$ cat src/core/ccp_pkg.sv
// shared constants and types for the six-channel capture/compare block
package ccp_pkg;
    localparam int CHANNELS = 6;

    // channel mode register layout, bit 7 down to bit 0
    typedef struct packed {
        logic level_sel;   // output_level_select
        logic cmp_en;      // comparator_enable
        logic rise_en;     // rise_capture_enable
        logic fall_en;     // fall_capture_enable
        logic match_en;    // match_irq_enable
        logic invert_sel;  // output_invert_select
        logic pwm_en;      // pulse width bit
        logic irq_en;      // module_irq_enable
    } mode_t;

    // register port request bundle
    typedef struct packed {
        logic [7:0] addr;
        logic [7:0] wdata;
        logic       wr;
        logic       rd;
    } bus_req_t;

    // main counter bundle from the counter array
    typedef struct packed {
        logic [7:0] count_high;
        logic [7:0] count_low;
        logic       overflow;   // one-cycle pulse at main counter overflow
    } counter_t;

    // register offsets
    localparam logic [7:0] VALUE_LOW_ADDR  [CHANNELS] =
        '{8'hd2, 8'hd4, 8'hd6, 8'he2, 8'he4, 8'he6};
    localparam logic [7:0] VALUE_HIGH_ADDR [CHANNELS] =
        '{8'hd3, 8'hd5, 8'hd7, 8'he3, 8'he5, 8'he7};
    localparam logic [7:0] MODE_ADDR       [CHANNELS] =
        '{8'hb2, 8'hb3, 8'hb4, 8'hb5, 8'hb6, 8'hb7};
    localparam logic [7:0] FLAGS_ADDR      = 8'he1;

    // reset values and low byte wrap limits
    localparam logic [7:0] VALUE_RESET = 8'h00;
    localparam mode_t      MODE_RESET  = '0;
    localparam logic [7:0] READ_NONE   = 8'h00;
    localparam logic [7:0] LOW_TOP     = 8'hff;
    localparam logic [7:0] LOW_BOTTOM  = 8'h00;
endpackage

$ cat src/core/ccp_channels.sv
// six capture, compare and pulse width channels on the shared main counter
`timescale 1ns/1ps
// Function
// compare match with match enable sets flag
// six channels, each gated by irq enable
// pin edge captures counter into value registers
// both edge enables capture both edges
// compare mode: enable on, no capture edges
// compare value reloads at counter overflow
// compare match drives pin regardless of match enable
// level/invert selects: hold, toggle, low, high
// low write clears, high write sets comparator
// software writes low byte before high
// high write ignored when mode bits zero
// comparator off behaves as no operation; the code still captures when an edge enable is set
// 8-bit pwm: low while count_low not above
// 8-bit pwm value reloads at low wrap
// 8-bit pwm: enable and pwm, no edges
// invert select forces pwm pin high
// 8-bit pwm equality flags with irq enable
// 16-bit pwm compares full counter, invert forces high
// 16-bit pwm selection and equality interrupt
// windowed pwm high between low and high values
// software keeps high value above low value
// invert select inverts windowed waveform
// windowed interrupt at low without match, at high with match
// module flags sticky until software clears
// windowed mode: comparator, both edge enables and pwm set
// everything resets to zero, no operation
module ccp_channels (
    input  wire logic                             clk,
    input  wire logic                             rst,
    input  ccp_pkg::bus_req_t                     bus,
    output logic     [7:0]                        rdata,
    input  ccp_pkg::counter_t                     counter,
    input  wire logic [ccp_pkg::CHANNELS-1:0]     channel_pin_in,
    output logic     [ccp_pkg::CHANNELS-1:0]      channel_pin_out,
    output logic     [ccp_pkg::CHANNELS-1:0]      channel_pin_oe,
    output logic     [ccp_pkg::CHANNELS-1:0]      module_flag,
    output logic                                  irq
);
    import ccp_pkg::*;

    // shared counter views and change detection
    logic [15:0] count_q;
    wire  [15:0] count       = {counter.count_high, counter.count_low};
    wire         count_new   = (count != count_q);
    wire         low_new     = (counter.count_low != count_q[7:0]);
    wire         low_wrap    = (count_q[7:0] == LOW_TOP) && (counter.count_low == LOW_BOTTOM)
                               && low_new;
    wire         flags_wr    = bus.wr && (bus.addr == FLAGS_ADDR);

    // previous counter value for edge and wrap detection
    always_ff @(posedge clk or posedge rst) begin
        if (rst) begin
            count_q <= 16'h0000;
        end else begin
            count_q <= count;
        end
    end

    // per-channel read data and flag set events
    logic [7:0]          ch_rdata [CHANNELS];
    logic [CHANNELS-1:0] irq_term;
    logic [CHANNELS-1:0] flag_set;

    genvar n;
    generate
        for (n = 0; n < CHANNELS; n++) begin : g_ch
            mode_t      mode;
            logic [7:0] value_low;
            logic [7:0] value_high;
            logic [7:0] work_low;
            logic [7:0] work_high;
            logic [1:0] pin_sync;
            logic       pin_q;

            // register decode for this channel
            wire low_sel  = (bus.addr == VALUE_LOW_ADDR[n]);
            wire high_sel = (bus.addr == VALUE_HIGH_ADDR[n]);
            wire mode_sel = (bus.addr == MODE_ADDR[n]);
            wire low_wr   = bus.wr && low_sel;
            wire high_wr  = bus.wr && high_sel;
            wire mode_wr  = bus.wr && mode_sel;
            // all bits but the comparator and module irq enables clear: no operation
            wire others_zero = ({mode.level_sel, mode.rise_en, mode.fall_en, mode.match_en,
                                 mode.invert_sel, mode.pwm_en} == 6'h00);

            // mode decode; comparator off leaves only capture, otherwise no operation
            wire edge_any  = mode.rise_en || mode.fall_en;
            wire is_cap    = edge_any && !(mode.cmp_en && mode.pwm_en);
            wire is_cmp    = mode.cmp_en && !edge_any && !mode.pwm_en;
            wire is_pwm8   = mode.cmp_en && mode.pwm_en && !edge_any;
            wire is_pwm16  = mode.cmp_en && mode.pwm_en && mode.rise_en
                             && !mode.fall_en;
            wire is_windowed_pulse_mode   = mode.cmp_en && mode.pwm_en && mode.rise_en
                             && mode.fall_en;

            // synchronised pin edges
            wire pin_s     = pin_sync[1];
            wire rise      = pin_s && !pin_q;
            wire fall      = !pin_s && pin_q;
            wire capture   = is_cap && ((mode.rise_en && rise)
                             || (mode.fall_en && fall));

            // comparisons against working copies
            wire [15:0] work16  = {work_high, work_low};
            wire eq16      = count_new && (count == work16);
            wire eq_low    = low_new && (counter.count_low == work_low);
            wire eq_high   = low_new && (counter.count_low == work_high);
            wire above_low = (counter.count_low > work_low);
            wire above_hi  = (counter.count_low > work_high);
            wire above16   = (count > work16);

            // reload points of the double buffers
            wire load16    = counter.overflow && (is_cmp || is_pwm16);
            wire load8     = low_wrap && (is_pwm8 || is_windowed_pulse_mode);

            // flag events for each mode
            wire cmp_match = is_cmp && eq16;
            assign flag_set[n] = capture
                || (cmp_match && mode.match_en)
                || (is_pwm8 && eq_low && mode.irq_en)
                || (is_pwm16 && eq16 && mode.irq_en)
                || (is_windowed_pulse_mode && mode.irq_en
                    && ((eq_low && !mode.match_en)
                        || (eq_high && mode.match_en)));

            // next pin level for the active mode
            logic next_pin;
            always_comb begin
                next_pin = channel_pin_out[n];
                if (cmp_match) begin
                    case ({mode.level_sel, mode.invert_sel})
                        2'b01:   next_pin = !channel_pin_out[n];
                        2'b10:   next_pin = 1'b0;
                        2'b11:   next_pin = 1'b1;
                        default: next_pin = channel_pin_out[n];
                    endcase
                end else if (is_pwm8) begin
                    next_pin = mode.invert_sel || above_low;
                end else if (is_pwm16) begin
                    next_pin = mode.invert_sel || above16;
                end else if (is_windowed_pulse_mode) begin
                    next_pin = (above_low && !above_hi) ^ mode.invert_sel;
                end
            end

            // pin synchroniser and edge history
            always_ff @(posedge clk or posedge rst) begin
                if (rst) begin
                    pin_sync <= 2'b00;
                    pin_q    <= 1'b0;
                end else begin
                    pin_sync <= {pin_sync[0], channel_pin_in[n]};
                    pin_q    <= pin_s;
                end
            end

            // mode register with comparator enable side effects
            always_ff @(posedge clk or posedge rst) begin
                if (rst) begin
                    mode <= MODE_RESET;
                end else if (mode_wr) begin
                    mode <= mode_t'(bus.wdata);
                end else if (low_wr) begin
                    mode.cmp_en <= 1'b0;
                end else if (high_wr && !others_zero) begin
                    mode.cmp_en <= 1'b1;
                end
            end

            // value registers; a capture beats a software write
            always_ff @(posedge clk or posedge rst) begin
                if (rst) begin
                    value_low  <= VALUE_RESET;
                    value_high <= VALUE_RESET;
                end else if (capture) begin
                    value_low  <= counter.count_low;
                    value_high <= counter.count_high;
                end else begin
                    if (low_wr) begin
                        value_low <= bus.wdata;
                    end
                    if (high_wr) begin
                        value_high <= bus.wdata;
                    end
                end
            end

            // working compare copies
            always_ff @(posedge clk or posedge rst) begin
                if (rst) begin
                    work_low  <= VALUE_RESET;
                    work_high <= VALUE_RESET;
                end else if (load16 || load8) begin
                    work_low  <= value_low;
                    work_high <= value_high;
                end
            end

            // pin output and drive enable
            always_ff @(posedge clk or posedge rst) begin
                if (rst) begin
                    channel_pin_out[n] <= 1'b0;
                    channel_pin_oe[n]  <= 1'b0;
                end else begin
                    channel_pin_out[n] <= next_pin;
                    channel_pin_oe[n]  <= is_cmp || is_pwm8 || is_pwm16 || is_windowed_pulse_mode;
                end
            end

            // sticky flag; a set in the clearing cycle wins
            always_ff @(posedge clk or posedge rst) begin
                if (rst) begin
                    module_flag[n] <= 1'b0;
                end else if (flag_set[n]) begin
                    module_flag[n] <= 1'b1;
                end else if (flags_wr && !bus.wdata[n]) begin
                    module_flag[n] <= 1'b0;
                end
            end

            // read mux for this channel
            assign ch_rdata[n] = low_sel  ? value_low  :
                                 high_sel ? value_high :
                                 mode_sel ? 8'(mode)   : READ_NONE;

            // interrupt contribution gated by the channel enable
            assign irq_term[n] = module_flag[n] && mode.irq_en;
        end
    endgenerate

    // combined read data, unmapped reads return zero
    logic [7:0] next_rdata;
    logic       next_irq;
    always_comb begin
        next_rdata = READ_NONE;
        next_irq   = 1'b0;
        for (int i = 0; i < CHANNELS; i++) begin
            next_rdata = next_rdata | ch_rdata[i];
        end
        if (bus.addr == FLAGS_ADDR) begin
            next_rdata = {2'b00, module_flag};
        end
        next_irq = |irq_term;
    end

    // registered read data and interrupt request
    always_ff @(posedge clk or posedge rst) begin
        if (rst) begin
            rdata <= READ_NONE;
            irq   <= 1'b0;
        end else begin
            rdata <= bus.rd ? next_rdata : READ_NONE;
            irq   <= next_irq;
        end
    end
endmodule

$ cat config.mk
export PLATFORM = sky130hd
export DESIGN_NAME = ccp_channels
export DESIGN_NICKNAME = d
export VERILOG_FILES = /design/src/core/ccp_pkg.sv /design/src/core/ccp_channels.sv
export SDC_FILE = /design/constraint.sdc
export NUM_CORES = 1
export LEC_CHECK = 0
export BUFFER_PORTS_ARGS = -buffer_cell sky130_fd_sc_hd__buf_2
export CAP_MARGIN = 20
export CORE_MARGIN = 2
export CORE_UTILIZATION = 52
export DETAILED_ROUTE_END_ITERATION = 6
export PLACE_DENSITY = 0.76
export SETUP_SLACK_MARGIN = 0.4
export SLEW_MARGIN = 15
export SYNTH_ARGS = -nofsm -noshare
export SYNTH_HDL_FRONTEND = slang
export SYNTH_SLANG_ARGS = --single-unit
export TNS_END_PERCENT = 5
$ cat constraint.sdc
create_clock -name clk -period 14.61 [get_ports clk]
set_input_delay 2.922 -clock clk [delete_from_list [all_inputs] [get_ports clk]]
set_output_delay 2.922 -clock clk [all_outputs]
set_load 0.02 [all_outputs]
Yosys cells after proc, flatten, opt, wreduce, memory -nomap -nowiden
Index checks and enable logic that the tools add are counted.
{"block": "op_classes", "magnitude_cmp": 18, "eq_ne": 64, "n_mux": 104, "bitwise_logic": 11, "n_reduce_logical": 413}
{"op": "$mux W8", "n": 44}
{"op": "$logic_and A1 B1 Y1", "n": 213}
{"op": "$eq A8 B8 Y1 const B", "n": 20}
{"op": "$eq A16 B16 Y1", "n": 6}
{"op": "$eq A8 B8 Y1", "n": 12}
{"op": "$gt A16 B16 Y1", "n": 6}
{"op": "$gt A8 B8 Y1", "n": 12}
{"op": "$logic_or A1 B1 Y1", "n": 90}
{"op": "$logic_not A1 Y1", "n": 66}
{"op": "$mux W1", "n": 54}
{"op": "$or A8 B8 Y8", "n": 5}
{"op": "$logic_not A6 Y1", "n": 6}
{"op": "$reduce_bool A2 Y1", "n": 18}
{"op": "$eq A2 B2 Y1 const B", "n": 12}
{"op": "$ne A4 B1 Y1 const B", "n": 6}
{"op": "$reduce_bool A4 Y1", "n": 6}
{"op": "$pmux W1 S3", "n": 6}
{"op": "$reduce_bool A3 Y1", "n": 6}
{"op": "$ne A16 B16 Y1", "n": 1}
{"op": "$eq A2 B1 Y1 const B", "n": 6}
{"op": "$reduce_and A2 Y1", "n": 6}
{"op": "$logic_not A8 Y1", "n": 1}
{"op": "$ne A8 B8 Y1", "n": 1}
{"op": "$reduce_or A6 Y1", "n": 1}
{"op": "$xor A1 B1 Y1", "n": 6}
{"block": "word_totals", "reg_bits": 301, "inputBits": 43, "out_inout_bits": 27, "wordCells": 715}

Logic depth before layout (Yosys ltp)
{"block": "logic_depth", "depth_word": 11, "ltp_mapped": 11}

Worst setup path before layout
OpenSTA, ideal clock, no wires.
{"block": "synth_timing", "path_kind": "input -> register", "from": "in counter[1] (netlist name)", "to": "reg channel_pin_out[1] (netlist name)", "setup_time_ps": 122, "arrival_time_ps": 4895, "t_required_ps": 14488, "path_slack_ps": 9593, "cell_stages": 10, "path_buffers": 2, "path_cell_list": "buf_6 -> inv_1 -> ha_1 -> nand4_1 -> or2_2 -> clkbuf_1 -> nor3_1 -> and4_4 -> o21ai_0 -> a32o_1"}
{"block": "synth_between", "elab_chain_len": 8}
{"item": "start: declaration", "line_no": "ccp_channels.sv:35", "rtl": "input ccp_pkg::counter_t counter,"}
{"item": "$gt A8 B8 Y1", "line_no": "ccp_channels.sv:112", "rtl": "wire above_hi = (counter.count_low > work_high);"}
{"item": "$logic_not A1 Y1", "line_no": "ccp_channels.sv:145", "rtl": "next_pin = (above_low && !above_hi) ^ mode.invert_sel;"}
{"item": "$logic_and A1 B1 Y1", "line_no": "ccp_channels.sv:145"}
{"item": "$xor A1 B1 Y1", "line_no": "ccp_channels.sv:145"}
{"item": "$mux W1", "line_no": "ccp_channels.sv:144", "rtl": "end else if (is_windowed_pulse_mode) begin"}
{"item": "$mux W1", "line_no": "ccp_channels.sv:142", "rtl": "end else if (is_pwm16) begin"}
{"item": "$mux W1", "line_no": "ccp_channels.sv:140", "rtl": "end else if (is_pwm8) begin"}
{"item": "$mux W1", "line_no": "ccp_channels.sv:133", "rtl": "if (cmp_match) begin"}
{"item": "end signal: indexed assignment", "line_no": "ccp_channels.sv:208", "rtl": "channel_pin_out[n] <= next_pin;"}
{"item": "end: declaration", "line_no": "ccp_channels.sv:37", "rtl": "output logic [ccp_pkg::CHANNELS-1:0] channel_pin_out,"}
Parallel ways exist; a longest one is shown, timed or not. The select of a mux whose other input is x is not followed.
A chain may end at the register's enable or synchronous reset.

Final worst setup path
{"block": "layout_timing", "from": "in counter[1] (netlist name)", "to": "reg module_flag[0] (netlist name)"}
{"block": "layout_between", "elab_chain_len": 9}
{"item": "$ne A16 B16 Y1 / $eq A16 B16 Y1 (equally long branches)", "line_no": "ccp_channels.sv:47, ccp_channels.sv:108"}
{"item": "$logic_and A1 B1 Y1", "line_no": "ccp_channels.sv:108", "rtl": "wire eq16 = count_new && (count == work16);"}
{"item": "$logic_and A1 B1 Y1", "line_no": "ccp_channels.sv:120", "rtl": "wire cmp_match = is_cmp && eq16;"}
{"item": "$logic_and A1 B1 Y1", "line_no": "ccp_channels.sv:122", "rtl": "|| (cmp_match && mode.match_en)"}
{"item": "$logic_or A1 B1 Y1", "line_no": "ccp_channels.sv:122"}
{"item": "$logic_or A1 B1 Y1", "line_no": "ccp_channels.sv:123", "rtl": "|| (is_pwm8 && eq_low && mode.irq_en)"}
{"item": "$logic_or A1 B1 Y1", "line_no": "ccp_channels.sv:124", "rtl": "|| (is_pwm16 && eq16 && mode.irq_en)"}
{"item": "$logic_or A1 B1 Y1 *", "line_no": "ccp_channels.sv:125", "rtl": "|| (is_windowed_pulse_mode && mode.irq_en"}
{"item": "$mux W1 / $reduce_bool A2 Y1 (equally long branches)"}
{"item": "end signal: indexed assignment", "line_no": "ccp_channels.sv:216", "rtl": "module_flag[n] <= 1'b0;"}
{"item": "end signal: indexed assignment", "line_no": "ccp_channels.sv:218", "rtl": "module_flag[n] <= 1'b1;"}
{"item": "end signal: indexed assignment", "line_no": "ccp_channels.sv:220", "rtl": "module_flag[n] <= 1'b0;"}
{"item": "end: declaration", "line_no": "ccp_channels.sv:39", "rtl": "output logic [ccp_pkg::CHANNELS-1:0] module_flag,"}
Every way passes the cells marked *; elsewhere a longest branch is shown, timed or not.

==> results.cfg <==
[power]
switching_share_pct = 33.1
seq_power_share_pct = 45.8
p_per_area_nw_per_um2 = 134
p_int_w = 0.00176
p_comb_share_pct = 22.1
clock_power_share_pct = 32.1
p_sw_w = 0.000869
p_leak_nw = 9.18
peakVddDrop_mv = 0.0844

[finish]
nNetsFinal = 1991
drive_gt1_share_pct = 16.6
final_cell_mix = dfrtp_1, nand2_1, o21ai_0
final_common_cell = dfrtp_1
area_growth_pct = 9.08
nFillCells = 2928

[critical_path]
end_kind = register
startpoint = counter[1]
timing.rr.start = count_q[7]$_DFF_PP0_
crit_required_ns = 15.02
rrSetupSlack_ns = 11.60
reg2reg_depth = 6
crit_type = in2reg
path_max_fanout = 18
crit_path_end = module_flag[0]$_DFFE_PP0P_
rr_endpoint = g_ch[5].work_low[0]$_DFFE_PP0P_
cp.arrival_ns = 6.34
cp-start-kind = input pin

[yosys]
synth_area_leaders = dfrtp_1, ha_1, mux2_2
synth_fa_ha_area_share_pct = 10.1
synth_cells = 1789
seq_area_frac_synth_pct = 42.1
synthArstFlopShare_pct = 100
synth_simple_gate_area_share_pct = 12.9
yosys.area.top_type = dfrtp_1
yosysWarnings = 0
ys_ff_latch = 301
yosys.area.top_type_share_pct = 42.1
synth_ff_type = dfrtp_1
synth_top_family_by_area = compound AO/OA/AOI/OAI gates
synth_xor_area_share_pct = 0.587
synth_compound_area_share_pct = 15.6
syn_area_sq_um = 17900
synth_nets = 1977
netlist-cell-type-count = 71
synth-edff-count = 0
synth_mux_area_share_pct = 13.5
avgSynthCellArea_sq_um = 10.0

[flow_run]
cap_violations = 0

[timing]
fin_skew_ns = 0.0167
fmax_mhz = 169
worst_pin_slew_ns = 1.07
rsz0062_at_grt = false
drv_slew = 0
period_share_pct = 40.6
finalSetupViolations = 0
maxSlewHeadroom_pct = 28.6
finalCriticalPeriod_ns = 5.93
finalSetupTns_ns = 0
hold_ws_ns = 0.347
hold_violations = 0

[drt]
vias_per_cell = 6.51
drtIter0Drc = 1577
top_layer = met5
dr_wl_met3_mm = 5.41
num_vias = 14800
first_pass_iters = 7
ant_nets = 0
route.met2.wl_mm = 25.7
route.layer.met1.wl_mm = 22.8
drc = 0
finalWirelength_mm = 57.9
wl_per_cell_microns = 25.5

[die]
die_x_microns = 190
dieArea_sq_um = 35900
io_pins = 70
rows = 67
die_h_microns = 190
core_region_area_sq_um = 33700
initial_core_util_pct = 53.1

[place]
gp_congestion = 1.03
dp_hpwl_mm = 39.5
port-buffer-count = 69

[worst_hold_path]
hold_path_class = reg2reg

[clock_tree]
clockRootBuffer = clkbuf_16
clkTransAtPathRegs_ns = 0.06
numCtsBuffers = 34
cts-htree-levels = 2
clk_latency_ns = 0.53
post_cts_buffers = 0
ctsResizeCount = 0
cts_hold_buf = 0
cts_tree = done
numClockSinks = 301
clockBufferDepth = 3

[grt]
groute.usage.overall_pct = 32.7
grt_max_degree = 175
grt_overflow = 0
antenna_found_initial = 2
first_global_vias = 14600
grt_pass1_wl_mm = 88.3

[run_status]
run_status = completed
==> cells in the mapped netlist, drive strengths merged, types with 7 or more instances <==
library cell and number:
dfrtp 301, nand2 193, o21ai 160, ha 145
mux2 124, inv 111, mux2i 102, a21oi 80
clkbuf 70, a22oi 53, nor2 51, nand4 45
buf 34, nor3 29, nand3 26, nor2b 23
o211ai 21, nand2b 17, a31oi 16, o21a 14
a21o 12, a221oi 11, and2 11, or2 11
a22o 9, and4 9, a32oi 8, and3 8
xor2 8, o22ai 7
==> state kept, by name (all words and copies together), names as in the netlist <==
| name | count |
|---|---|
| channel_pin_oe | 6 |
| channel_pin_out | 6 |
| count_q | 16 |
| g_ch.mode | 48 |
| g_ch.pin_q | 6 |
| g_ch.pin_sync | 12 |
| g_ch.value_high | 48 |
| g_ch.value_low | 48 |
| g_ch.work_high | 48 |
| g_ch.work_low | 48 |
| irq | 1 |
| module_flag | 6 |
| rdata | 8 |
==> power by group through the flow <==
stage                     logic (W)  clock network, W  registers, W
after floorplan            0.000427                 0       0.00111
after global placement     0.000536                 0       0.00120
after detailed placement   0.000572                 0       0.00120
after CTS                  0.000576          0.000847       0.00119
after global routing       0.000658          0.000886       0.00121
final                      0.000581          0.000842       0.00120
==> metal layers <==
layer  global-route usage [%]  up-vias
met1                     42.9     7239
met3                     6.71      243
met4                     19.9        2
met2                     49.9      785
li1                         -     6526
met5                        0        -
==> cell type report <==
class                           count  area, sq um  share of cell area [%]
Antenna cell                        2         5.00                  0.0256
Clock buffer                       49         1020                    5.23
Clock inverter                      7         60.1                   0.307
Inverter                          111          424                    2.17
Multi-Input combinational cell   1273         9470                    48.5
Sequential cell                   301         7530                    38.6
Tap cell                          448          561                    2.87
Timing Repair Buffer               82          463                    2.37
==> cells by family after synthesis <==
family,after synthesis
xor gates and xnor gates,12
muxes,226
AOI/OAI and AO/OA,442
and+or+nand+nor,448
DFF,301
buffers and inverters,215
adders and majority gates,145
==> metrics by stage <==
stage	instance area (sq um)	utilization, %	instances	setup slack, ns	total power (W)
2_1_floorplan	17900	-	1789	3.37	0.00153
3_3_place_gp	18400	54.7	2214	8.33	0.00173
3_5_place_dp	18400	54.7	2214	8.23	0.00178
4_1_cts	19500	57.9	2270	8.76	0.00261
5_1_grt	19500	58.0	2272	8.71	0.00276
6_report	19500	58.0	2273	8.68	0.00263
==> worst min-delay path by stage <==
| stage | startpoint | to | slack (ns) | cells after the start |
|---|---|---|---|---|
| finish | g_ch[4].pin_sync[0]$_DFF_PP0_ | g_ch[4].pin_sync[1]$_DFF_PP0_ | 0.35 | 0 |
| global route | g_ch[2].pin_sync[0]$_DFF_PP0_ | g_ch[2].pin_sync[1]$_DFF_PP0_ | 0.35 | 0 |
| CTS | g_ch[2].pin_sync[0]$_DFF_PP0_ | g_ch[2].pin_sync[1]$_DFF_PP0_ | 0.35 | 0 |
| detailed placement | g_ch[2].pin_sync[0]$_DFF_PP0_ | g_ch[2].pin_sync[1]$_DFF_PP0_ | 0.34 | 0 |
| global placement | g_ch[3].pin_sync[0]$_DFF_PP0_ | g_ch[3].pin_sync[1]$_DFF_PP0_ | 0.33 | 0 |
| floorplan | g_ch[0].pin_sync[0]$_DFF_PP0_ | g_ch[0].pin_sync[1]$_DFF_PP0_ | 0.33 | 0 |
==> critical path, stage by stage <==
cell and delay, ns:
buf_2 0.20, inv_1 0.71, o22ai_1 0.26, nor4_4 0.89, nand3_4 0.51, and4_4 0.36
a211o_1 0.28, a41o_1 0.20
(Power assumes the default switching activity.)
